File: config.mk
export PLATFORM = sky130hd
export DESIGN_NAME = mocc_top
export DESIGN_NICKNAME = d
export VERILOG_FILES = /design/src/hw/mocc_pkg.sv /design/src/hw/mocc_top.sv
export VERILOG_INCLUDE_DIRS = /design/src /design/src/hw
export SDC_FILE = /design/constraint.sdc
export NUM_CORES = 1
export LEC_CHECK = 0
export BUFFER_PORTS_ARGS = -buffer_cell sky130_fd_sc_hd__buf_4
export CORE_MARGIN = 2
export CORE_UTILIZATION = 49
export DETAILED_ROUTE_END_ITERATION = 12
export GPL_ROUTABILITY_DRIVEN = 0
export GPL_TIMING_DRIVEN = 0
export PLACE_DENSITY = 0.78
export SYNTH_ARGS = -nofsm -noshare
export SYNTH_HDL_FRONTEND = slang
export SYNTH_SLANG_ARGS = --single-unit
File: constraint.sdc
create_clock -name aclk -period 2.7 [get_ports aclk]
set_input_delay 0.405 -clock aclk [delete_from_list [all_inputs] [get_ports aclk]]
set_output_delay 0.405 -clock aclk [all_outputs]
set_load 0.02 [all_outputs]
File: src/hw/mocc_map.svh
// register indices, field positions, reset values and timing counts
// What this block does
// - Local temperature results get the local offset added automatically.
// - Remote two temperature results get the remote two offset added automatically.
// - Range and resolution of both offsets follow the range bit of config five.
// - While the lock bit is set, offset registers ignore every write.
// - With detect enabled, config two bits three to one show fan presence.
// - Three read-only flags report a four-wire fan on tacho one to three.
// - Averaging disable stops averaging; each channel converts sixteen times faster.
// - Attenuator bypass removes attenuators from 2.5 V, core, 5 V and 12 V.
// - Config four bits seven to four remove attenuators per channel.
// - Single-channel mode converts one selected input continuously.
// - Single-channel input comes from tacho one minimum bits seven to five.
// - After reset config two and both offsets hold zero.
`ifndef MOCC_MAP_SVH
`define MOCC_MAP_SVH
`define MOCC_IDX_CFG1 8'h40
`define MOCC_IDX_TMIN1 8'h55
`define MOCC_IDX_LOFS 8'h71
`define MOCC_IDX_R2OFS 8'h72
`define MOCC_IDX_CFG2 8'h73
`define MOCC_IDX_CFG5 8'h7c
`define MOCC_IDX_CFG4 8'h7d
`define MOCC_RST_ZERO 8'h00
`define MOCC_CFG2_RW_MASK 8'h71
`define MOCC_LOCK_BIT 1
`define MOCC_RANGE_BIT 1
`define MOCC_FDET_BIT 0
`define MOCC_AVG_BIT 4
`define MOCC_ATTENUATOR_BYPASS_BIT 5
`define MOCC_SINGLE_BIT 6
`define MOCC_CHSEL_LSB 5
`define MOCC_SLOT_CYCLES 1024
`define MOCC_AVG_FACTOR 16
`define MOCC_RESP_OKAY 2'h0
`define MOCC_RESP_SLVERR 2'h2
`endif

File: src/hw/mocc_pkg.sv
// types shared by the monitor config block
package mocc_pkg;
  typedef enum logic [2:0] {
    CH_2V5 = 3'h0,
    CH_CORE = 3'h1,
    CH_3V3 = 3'h2,
    CH_5V = 3'h3,
    CH_12V = 3'h4,
    CH_REM1 = 3'h5,
    CH_LOCAL = 3'h6,
    CH_REM2 = 3'h7
  } mocc_chan_t;
  typedef enum {WR_IDLE, WR_RESP} mocc_wr_st_t;
endpackage

File: src/hw/mocc_top.sv
// monitor offset, fan presence and conversion control behind axi4-lite
//
// Decided for this implementation: the AXI4-Lite slave port.
`timescale 1ns/1ps
`default_nettype none
`include "mocc_map.svh"
module mocc_top #(
  parameter int SLOT_CYCLES = `MOCC_SLOT_CYCLES
) (
  // clock and reset
  input wire logic aclk,
  input wire logic aresetn,
  // axi4-lite write
  input wire logic awvalid,
  output logic awready,
  input wire logic [9:0] awaddr,
  input wire logic wvalid,
  output logic wready,
  input wire logic [31:0] wdata,
  input wire logic [3:0] wstrb,
  output logic bvalid,
  input wire logic bready,
  output logic [1:0] bresp,
  // axi4-lite read
  input wire logic arvalid,
  output logic arready,
  input wire logic [9:0] araddr,
  output logic rvalid,
  input wire logic rready,
  output logic [31:0] rdata,
  output logic [1:0] rresp,
  // fan presence sense
  input wire logic [2:0] tacho_four_wire,
  // converter control
  output logic single_channel_mode_start,
  output logic [2:0] single_channel_mode_channel,
  output logic averaging_on,
  output logic [3:0] attenuator_bypass_off,
  // converter results
  input wire logic single_channel_mode_done,
  input wire logic [7:0] single_channel_mode_raw,
  output logic [7:0] result,
  output logic [2:0] result_chan,
  output logic result_valid
);
  localparam logic [15:0] SLOW_LEN = 16'(SLOT_CYCLES);
  localparam logic [15:0] FAST_LEN = 16'(SLOT_CYCLES / `MOCC_AVG_FACTOR);
  logic awready_r, aw_held_r, wready_r, w_held_r, bvalid_r;
  logic arready_r, rvalid_r;
  logic [1:0] bresp_r, rresp_r;
  logic [7:0] widx_r, wdat_r, rdat_r;
  logic wlane_r;
  mocc_pkg::mocc_wr_st_t wr_st_r;
  logic [7:0] cfg1_r, tmin1_r, lofs_r, r2ofs_r, cfg2_r, cfg5_r, cfg4_r;
  logic [2:0] flags_r;
  logic [15:0] slot_cnt_r, slot_len_r;
  logic single_channel_mode_start_r, avg_on_r, res_valid_r;
  logic [2:0] chan_r, res_chan_r;
  logic [3:0] attenuator_bypass_r;
  logic [7:0] res_r;
  logic [7:0] rd_word;
  logic rd_ok;

  wire wr_fire = (wr_st_r == mocc_pkg::WR_IDLE) && aw_held_r && w_held_r;
  wire we = wr_fire && wlane_r;
  wire w_cfg1 = widx_r == `MOCC_IDX_CFG1;
  wire w_tmin = widx_r == `MOCC_IDX_TMIN1;
  wire w_lofs = widx_r == `MOCC_IDX_LOFS;
  wire w_r2 = widx_r == `MOCC_IDX_R2OFS;
  wire w_cfg2 = widx_r == `MOCC_IDX_CFG2;
  wire w_cfg5 = widx_r == `MOCC_IDX_CFG5;
  wire w_cfg4 = widx_r == `MOCC_IDX_CFG4;
  wire w_map = w_cfg1 | w_tmin | w_lofs | w_r2 | w_cfg2 | w_cfg5 | w_cfg4;
  wire locked = cfg1_r[`MOCC_LOCK_BIT];
  // lock is sticky: once set only a reset clears it
  wire [7:0] lock_keep = {7'h00, locked} << `MOCC_LOCK_BIT;
  wire [7:0] cfg1_nxt = wdat_r | lock_keep;
  // reserved top bit never stored, so a careless host write cannot flip it
  wire [7:0] cfg2_nxt = wdat_r & `MOCC_CFG2_RW_MASK;
  wire [7:0] cfg2_view = {1'b0, cfg2_r[6:4], flags_r, cfg2_r[0]};
  wire avg_dis = cfg2_r[`MOCC_AVG_BIT];
  wire single = cfg2_r[`MOCC_SINGLE_BIT];
  wire [2:0] sel = tmin1_r[`MOCC_CHSEL_LSB +: 3];
  wire slot_end = slot_cnt_r == (slot_len_r - 16'h1);
  wire [15:0] len_nxt = avg_dis ? FAST_LEN : SLOW_LEN;
  wire [2:0] chan_nxt = single ? sel : chan_r + 3'h1;
  wire range_full = cfg5_r[`MOCC_RANGE_BIT];
  // half range keeps the sign and drops the half-degree bit
  wire [7:0] l_eff = range_full ? lofs_r : {lofs_r[7], lofs_r[7:1]};
  wire [7:0] r_eff = range_full ? r2ofs_r : {r2ofs_r[7], r2ofs_r[7:1]};
  wire is_loc = chan_r == mocc_pkg::CH_LOCAL;
  wire is_r2 = chan_r == mocc_pkg::CH_REM2;
  wire [7:0] ofs_sel = is_loc ? l_eff : (is_r2 ? r_eff : 8'h00);
  wire [7:0] corr = single_channel_mode_raw + ofs_sel;
  wire [3:0] attenuator_bypass_nxt = {4{cfg2_r[`MOCC_ATTENUATOR_BYPASS_BIT]}} | cfg4_r[7:4];
  // write address channel
  always_ff @(posedge aclk)
  begin
    if (!aresetn)
    begin
      awready_r <= 1'b0;
      aw_held_r <= 1'b0;
      widx_r <= 8'h00;
    end
    else if (awvalid && awready_r)
    begin
      awready_r <= 1'b0;
      aw_held_r <= 1'b1;
      widx_r <= awaddr[9:2];
    end
    else if (wr_fire)
      aw_held_r <= 1'b0;
    else if (!aw_held_r && wr_st_r == mocc_pkg::WR_IDLE)
      awready_r <= 1'b1;
  end
  // write data channel
  always_ff @(posedge aclk)
  begin
    if (!aresetn)
    begin
      wready_r <= 1'b0;
      w_held_r <= 1'b0;
      wdat_r <= 8'h00;
      wlane_r <= 1'b0;
    end
    else if (wvalid && wready_r)
    begin
      wready_r <= 1'b0;
      w_held_r <= 1'b1;
      wdat_r <= wdata[7:0];
      wlane_r <= wstrb[0];
    end
    else if (wr_fire)
      w_held_r <= 1'b0;
    else if (!w_held_r && wr_st_r == mocc_pkg::WR_IDLE)
      wready_r <= 1'b1;
  end
  always_ff @(posedge aclk)
  begin
    if (!aresetn)
    begin
      wr_st_r <= mocc_pkg::WR_IDLE;
      bvalid_r <= 1'b0;
      bresp_r <= `MOCC_RESP_OKAY;
    end
    else
    begin
      case (wr_st_r)
        mocc_pkg::WR_IDLE:
          if (wr_fire)
          begin
            wr_st_r <= mocc_pkg::WR_RESP;
            bvalid_r <= 1'b1;
            bresp_r <= w_map ? `MOCC_RESP_OKAY : `MOCC_RESP_SLVERR;
          end
        mocc_pkg::WR_RESP:
          if (bready)
          begin
            wr_st_r <= mocc_pkg::WR_IDLE;
            bvalid_r <= 1'b0;
          end
      endcase
    end
  end
  always_ff @(posedge aclk)
  begin
    if (!aresetn)
    begin
      cfg1_r <= `MOCC_RST_ZERO;
      tmin1_r <= `MOCC_RST_ZERO;
      lofs_r <= `MOCC_RST_ZERO;
      r2ofs_r <= `MOCC_RST_ZERO;
      cfg2_r <= `MOCC_RST_ZERO;
      cfg5_r <= `MOCC_RST_ZERO;
      cfg4_r <= `MOCC_RST_ZERO;
    end
    else if (we)
    begin
      if (w_cfg1)
        cfg1_r <= cfg1_nxt;
      if (w_tmin)
        tmin1_r <= wdat_r;
      if (w_lofs && !locked)
        lofs_r <= wdat_r;
      if (w_r2 && !locked)
        r2ofs_r <= wdat_r;
      if (w_cfg2)
        cfg2_r <= cfg2_nxt;
      if (w_cfg5)
        cfg5_r <= wdat_r;
      if (w_cfg4)
        cfg4_r <= wdat_r;
    end
  end
  // presence flags only report while detection is enabled
  always_ff @(posedge aclk)
  begin
    if (!aresetn)
      flags_r <= 3'h0;
    else
      flags_r <= cfg2_r[`MOCC_FDET_BIT] ? tacho_four_wire : 3'h0;
  end
  wire [7:0] ridx = araddr[9:2];
  always_comb
  begin
    rd_word = 8'h00;
    rd_ok = 1'b1;
    if (ridx == `MOCC_IDX_CFG1)
      rd_word = cfg1_r;
    else if (ridx == `MOCC_IDX_TMIN1)
      rd_word = tmin1_r;
    else if (ridx == `MOCC_IDX_LOFS)
      rd_word = lofs_r;
    else if (ridx == `MOCC_IDX_R2OFS)
      rd_word = r2ofs_r;
    else if (ridx == `MOCC_IDX_CFG2)
      rd_word = cfg2_view;
    else if (ridx == `MOCC_IDX_CFG5)
      rd_word = cfg5_r;
    else if (ridx == `MOCC_IDX_CFG4)
      rd_word = cfg4_r;
    else
      rd_ok = 1'b0;
  end
  // read channel
  always_ff @(posedge aclk)
  begin
    if (!aresetn)
    begin
      arready_r <= 1'b0;
      rvalid_r <= 1'b0;
      rdat_r <= 8'h00;
      rresp_r <= `MOCC_RESP_OKAY;
    end
    else if (arvalid && arready_r)
    begin
      arready_r <= 1'b0;
      rvalid_r <= 1'b1;
      rdat_r <= rd_word;
      rresp_r <= rd_ok ? `MOCC_RESP_OKAY : `MOCC_RESP_SLVERR;
    end
    else if (rvalid_r && rready)
      rvalid_r <= 1'b0;
    else if (!rvalid_r)
      arready_r <= 1'b1;
  end
  // slot length latched per slot: an averaging change applies from the next slot
  always_ff @(posedge aclk)
  begin
    if (!aresetn)
    begin
      slot_cnt_r <= 16'h0;
      slot_len_r <= SLOW_LEN;
      chan_r <= mocc_pkg::CH_2V5;
      single_channel_mode_start_r <= 1'b0;
    end
    else if (slot_end)
    begin
      slot_cnt_r <= 16'h0;
      slot_len_r <= len_nxt;
      chan_r <= chan_nxt;
      single_channel_mode_start_r <= 1'b1;
    end
    else
    begin
      slot_cnt_r <= slot_cnt_r + 16'h1;
      single_channel_mode_start_r <= 1'b0;
    end
  end
  // converter steering and offset correction
  always_ff @(posedge aclk)
  begin
    if (!aresetn)
    begin
      avg_on_r <= 1'b1;
      attenuator_bypass_r <= 4'h0;
      res_r <= 8'h00;
      res_chan_r <= 3'h0;
      res_valid_r <= 1'b0;
    end
    else
    begin
      avg_on_r <= !avg_dis;
      attenuator_bypass_r <= attenuator_bypass_nxt;
      res_valid_r <= single_channel_mode_done;
      if (single_channel_mode_done)
      begin
        res_r <= corr;
        res_chan_r <= chan_r;
      end
    end
  end
  assign awready = awready_r;
  assign wready = wready_r;
  assign bvalid = bvalid_r;
  assign bresp = bresp_r;
  assign arready = arready_r;
  assign rvalid = rvalid_r;
  assign rdata = {24'h000000, rdat_r};
  assign rresp = rresp_r;
  assign single_channel_mode_start = single_channel_mode_start_r;
  assign single_channel_mode_channel = chan_r;
  assign averaging_on = avg_on_r;
  assign attenuator_bypass_off = attenuator_bypass_r;
  assign result = res_r;
  assign result_chan = res_chan_r;
  assign result_valid = res_valid_r;
  // helper: cycles between two slot starts
  logic [15:0] gap_r, glen_r;
  logic armed_r;
  always_ff @(posedge aclk)
  begin
    if (!aresetn)
    begin
      gap_r <= 16'h0;
      glen_r <= 16'h0;
      armed_r <= 1'b0;
    end
    else if (single_channel_mode_start_r)
    begin
      gap_r <= 16'h1;
      glen_r <= slot_len_r;
      armed_r <= 1'b1;
    end
    else
      gap_r <= gap_r + 16'h1;
  end
endmodule
`default_nettype wire
==> flow_summary.json <==
{
  "top_register": "slot_cnt_r",
  "min_period_over_period_pct": 97.17,
  "ys_ff_latch": 128,
  "start_util_pct": 50.12,
  "synth.distinct_cells": 58,
  "clockBufferDepth": 2,
  "stdcell_count": 956,
  "p_leak_uw": 0.003261,
  "cp_max_fo": 8,
  "seq_area_frac_synth_pct": 42.56,
  "place_area_um2": 6879,
  "port_buffers": 77,
  "skew_ns": 0.01014,
  "final_nets": 884,
  "p_per_area_nw_per_um2": 624.4,
  "final_area_um2": 7542,
  "drc": 0,
  "grt_pass1_wl_mm": 25.09,
  "htree_levels": 4,
  "worstSetupPathType": "register to register",
  "area_delta_synth_final_pct": 25.27,
  "p_clk_share_pct": 50.9,
  "start_kind": "register",
  "grt_start_max_net_pins": 17,
  "die_w_um": 114.9,
  "internal_power_uw": 3634,
  "cts_sinks": 128,
  "sequentialPowerShare_pct": 41.6,
  "slowest_delay_ns": 0.39,
  "final_cell_mix": "dfxtp_1 (125), buf_4 (106), nor2_1 (104), mux2i_1 (81), nand2_1 (50)",
  "swShare_pct": 22.83,
  "hpwl_mm": 11.29,
  "overflow": 0,
  "clockRootBuffer": "clkbuf_16",
  "outcome": "complete, no violations",
  "synth-edff-count": 0,
  "cts_tree": "built",
  "ir_drop_mv": 0.3206,
  "path_buf_inv": 2,
  "critical_path.top_delay_family": "compound AO/OA/AOI/OAI gates",
  "worstHoldStart": "tacho_four_wire[0]",
  "arrival_ns": 2.96,
  "regArea_um2": 2569,
  "die_area_um2": 13190,
  "cts_hold_buf": 0,
  "synth_cells": 674,
  "critical_path_required_ns": 3.04,
  "setup_violations": 0,
  "drtIter0Drc": 354,
  "drt-pass1-iter-count": 5,
  "timing.critical_path.cells": "inv_1 > ha_1 > nand2_4 > nand2_4 > o22ai_2 > ha_2 > inv_1 > fa_1 > nor2b_2 > o21ai_1 > a21boi_2 > o2111ai_1 > o211ai_1",
  "layout_commonest_cell": "dfxtp_1",
  "numCtsBuffers": 17,
  "hold_viol_final": 0,
  "fp.dieH_um": 114.9,
  "grtUsageTotal_pct": 24.41,
  "row_count": 40,
  "slew_headroom_pct": 45.24,
  "tightestPinTransition_ns": 0.8152,
  "r2r_start": "single_channel_mode_channel[0]",
  "multi_input_area_um2": 3183,
  "antennaDiodeCount": 0,
  "dr_total_vias": 5406,
  "final.min_clock_period_ns": 2.624,
  "ys_async_sr_fraction_pct": 0,
  "cts.reportedPaths.clkPinSlew_ns": 0.06,
  "avgViaCountPerCell": 5.655,
  "max_freq_mhz": 381.2,
  "cap_violations": 0,
  "combPwrFrac_pct": 7.6,
  "synth_warnings": 0,
  "fillers": 1037,
  "p_switching_uw": 1075,
  "slowest_stage": "fa_1",
  "worstSkewPairLatency_ns": 0.42,
  "drive_above_1_share_pct": 19.41,
  "coreArea_um2": 12010,
  "synth.cell_area_um2": 6021,
  "crit_path_start": "single_channel_mode_channel[0]",
  "largest_reg_flops": 16,
  "drtAntennaViolNets": 0,
  "io_pins": 137,
  "hp-class": "input pin to register",
  "antenna_found_initial": 0,
  "postSynthAreaPerCell_um2": 8.933,
  "wl_mm": 15.75,
  "synthFlopType": "dfxtp_1",
  "grt_pass1_vias": 5167,
  "dp.cells": 923,
  "wl_per_cell_um": 16.47,
  "fin_tns_setup_ns": 0,
  "drv_slew": 0,
  "crit_path_end_kind": "register"
}
==> Yosys cell counts (all sizes together), types with 3 or more instances <==
library cell | count | share of area [%]
o22ai | 14 | 1.5
nor2 | 104 | 6.5
a32o | 6 | 1.0
o221ai | 6 | 0.87
or3 | 3 | 0.31
mux2 | 6 | 1.1
o21ai | 14 | 1.2
nor2b | 7 | 0.73
dfxtp | 128 | 43
nand2 | 53 | 3.3
mux2i | 81 | 13
nand4b | 5 | 0.83
o31a | 3 | 0.44
a22oi | 7 | 0.87
o211ai | 4 | 0.50
and2 | 4 | 0.42
a31oi | 4 | 0.42
buf | 32 | 3.8
clkbuf | 31 | 1.9
nor3 | 11 | 0.91
xor2 | 10 | 1.5
nand2b | 4 | 0.42
a211oi | 3 | 0.37
inv | 14 | 0.87
nand3 | 20 | 1.7
xnor2 | 7 | 1.0
and3 | 13 | 1.4
a21oi | 30 | 2.5
ha | 12 | 2.5
nand4 | 5 | 0.52
nor4 | 4 | 0.67
==> final timing paths <==
path / endpoint / slack [ns] / cells after the start
setup / recovery: result[6] / 0.08 / 13
hold / removal: flags_r[0] / 0.23 / 2
setup reg to reg: result[6] / 0.08 / 13
hold reg to reg: averaging_on / 0.46 / 1
==> stage by stage <==
step	util (%)	hold slack (ns)	total power, uW	worst slack [ns]
after floorplan	-	0.3915	2213	0.06618
after global placement	57.27	0.4446	2338	-0.2269
after detailed placement	57.27	0.4479	2350	-0.3631
after CTS	62.57	0.2206	4714	0.01525
after global routing	62.79	0.2345	4841	-0.05501
final	62.79	0.2280	4710	0.07638
==> power by group through the flow <==
stage | Clock, uW | Combinational (uW) | Sequential [uW]
detailed placement | 0 | 351 | 2000
global route | 2490 | 387 | 1960
floorplan | 0 | 203 | 2010
global placement | 0 | 342 | 2000
finish | 2400 | 357 | 1960
CTS | 2400 | 352 | 1960
==> final cells by class <==
type	count	share of cell area [%]
buffer	62	4.545
timing repair buffer	79	7.863
clock buffer	22	6.022
tap	147	2.439
inverter	15	0.7465
multi-input combinational	493	42.20
clock inverter	10	2.123
sequential	128	34.06
==> logic make-up after synthesis <==
group	share of synthesized area, %
compound gates	11.80
xor+xnor	2.473
simple gates	19.06
fa+ha+maj	2.826
buf+inv	6.629
other cells	0.06228
mux	14.59
flops	42.56
==> metal layers <==
metal	vias up	wire length [um]	track usage, %
li1	2581	-	-
met1	2544	6650	31.31
met2	260	7579	41.33
met3	21	1268	4.850
met4	0	250	8.112
met5	-	0	0
==> worst reg2reg max path: stages (launching register included) <==
cell       delay [ns]
dfxtp_4          0.37
inv_1            0.05
ha_1             0.23
nand2_4          0.13
nand2_4          0.09
o22ai_2          0.18
ha_2             0.21
inv_1            0.05
fa_1             0.39
nor2b_2          0.15
o21ai_1          0.11
a21boi_2         0.24
o2111ai_1        0.17
o211ai_1         0.17
==> what timing repair did <==
item | CTS | global route
setup endpoints to repair | 3 | 4
endpoints found under the hold margin | 0 | 0
gates resized for setup | 8 | 6
pin swaps | 2 | 3
buffers inserted | 1 | 1
(Power assumes the default switching activity.)
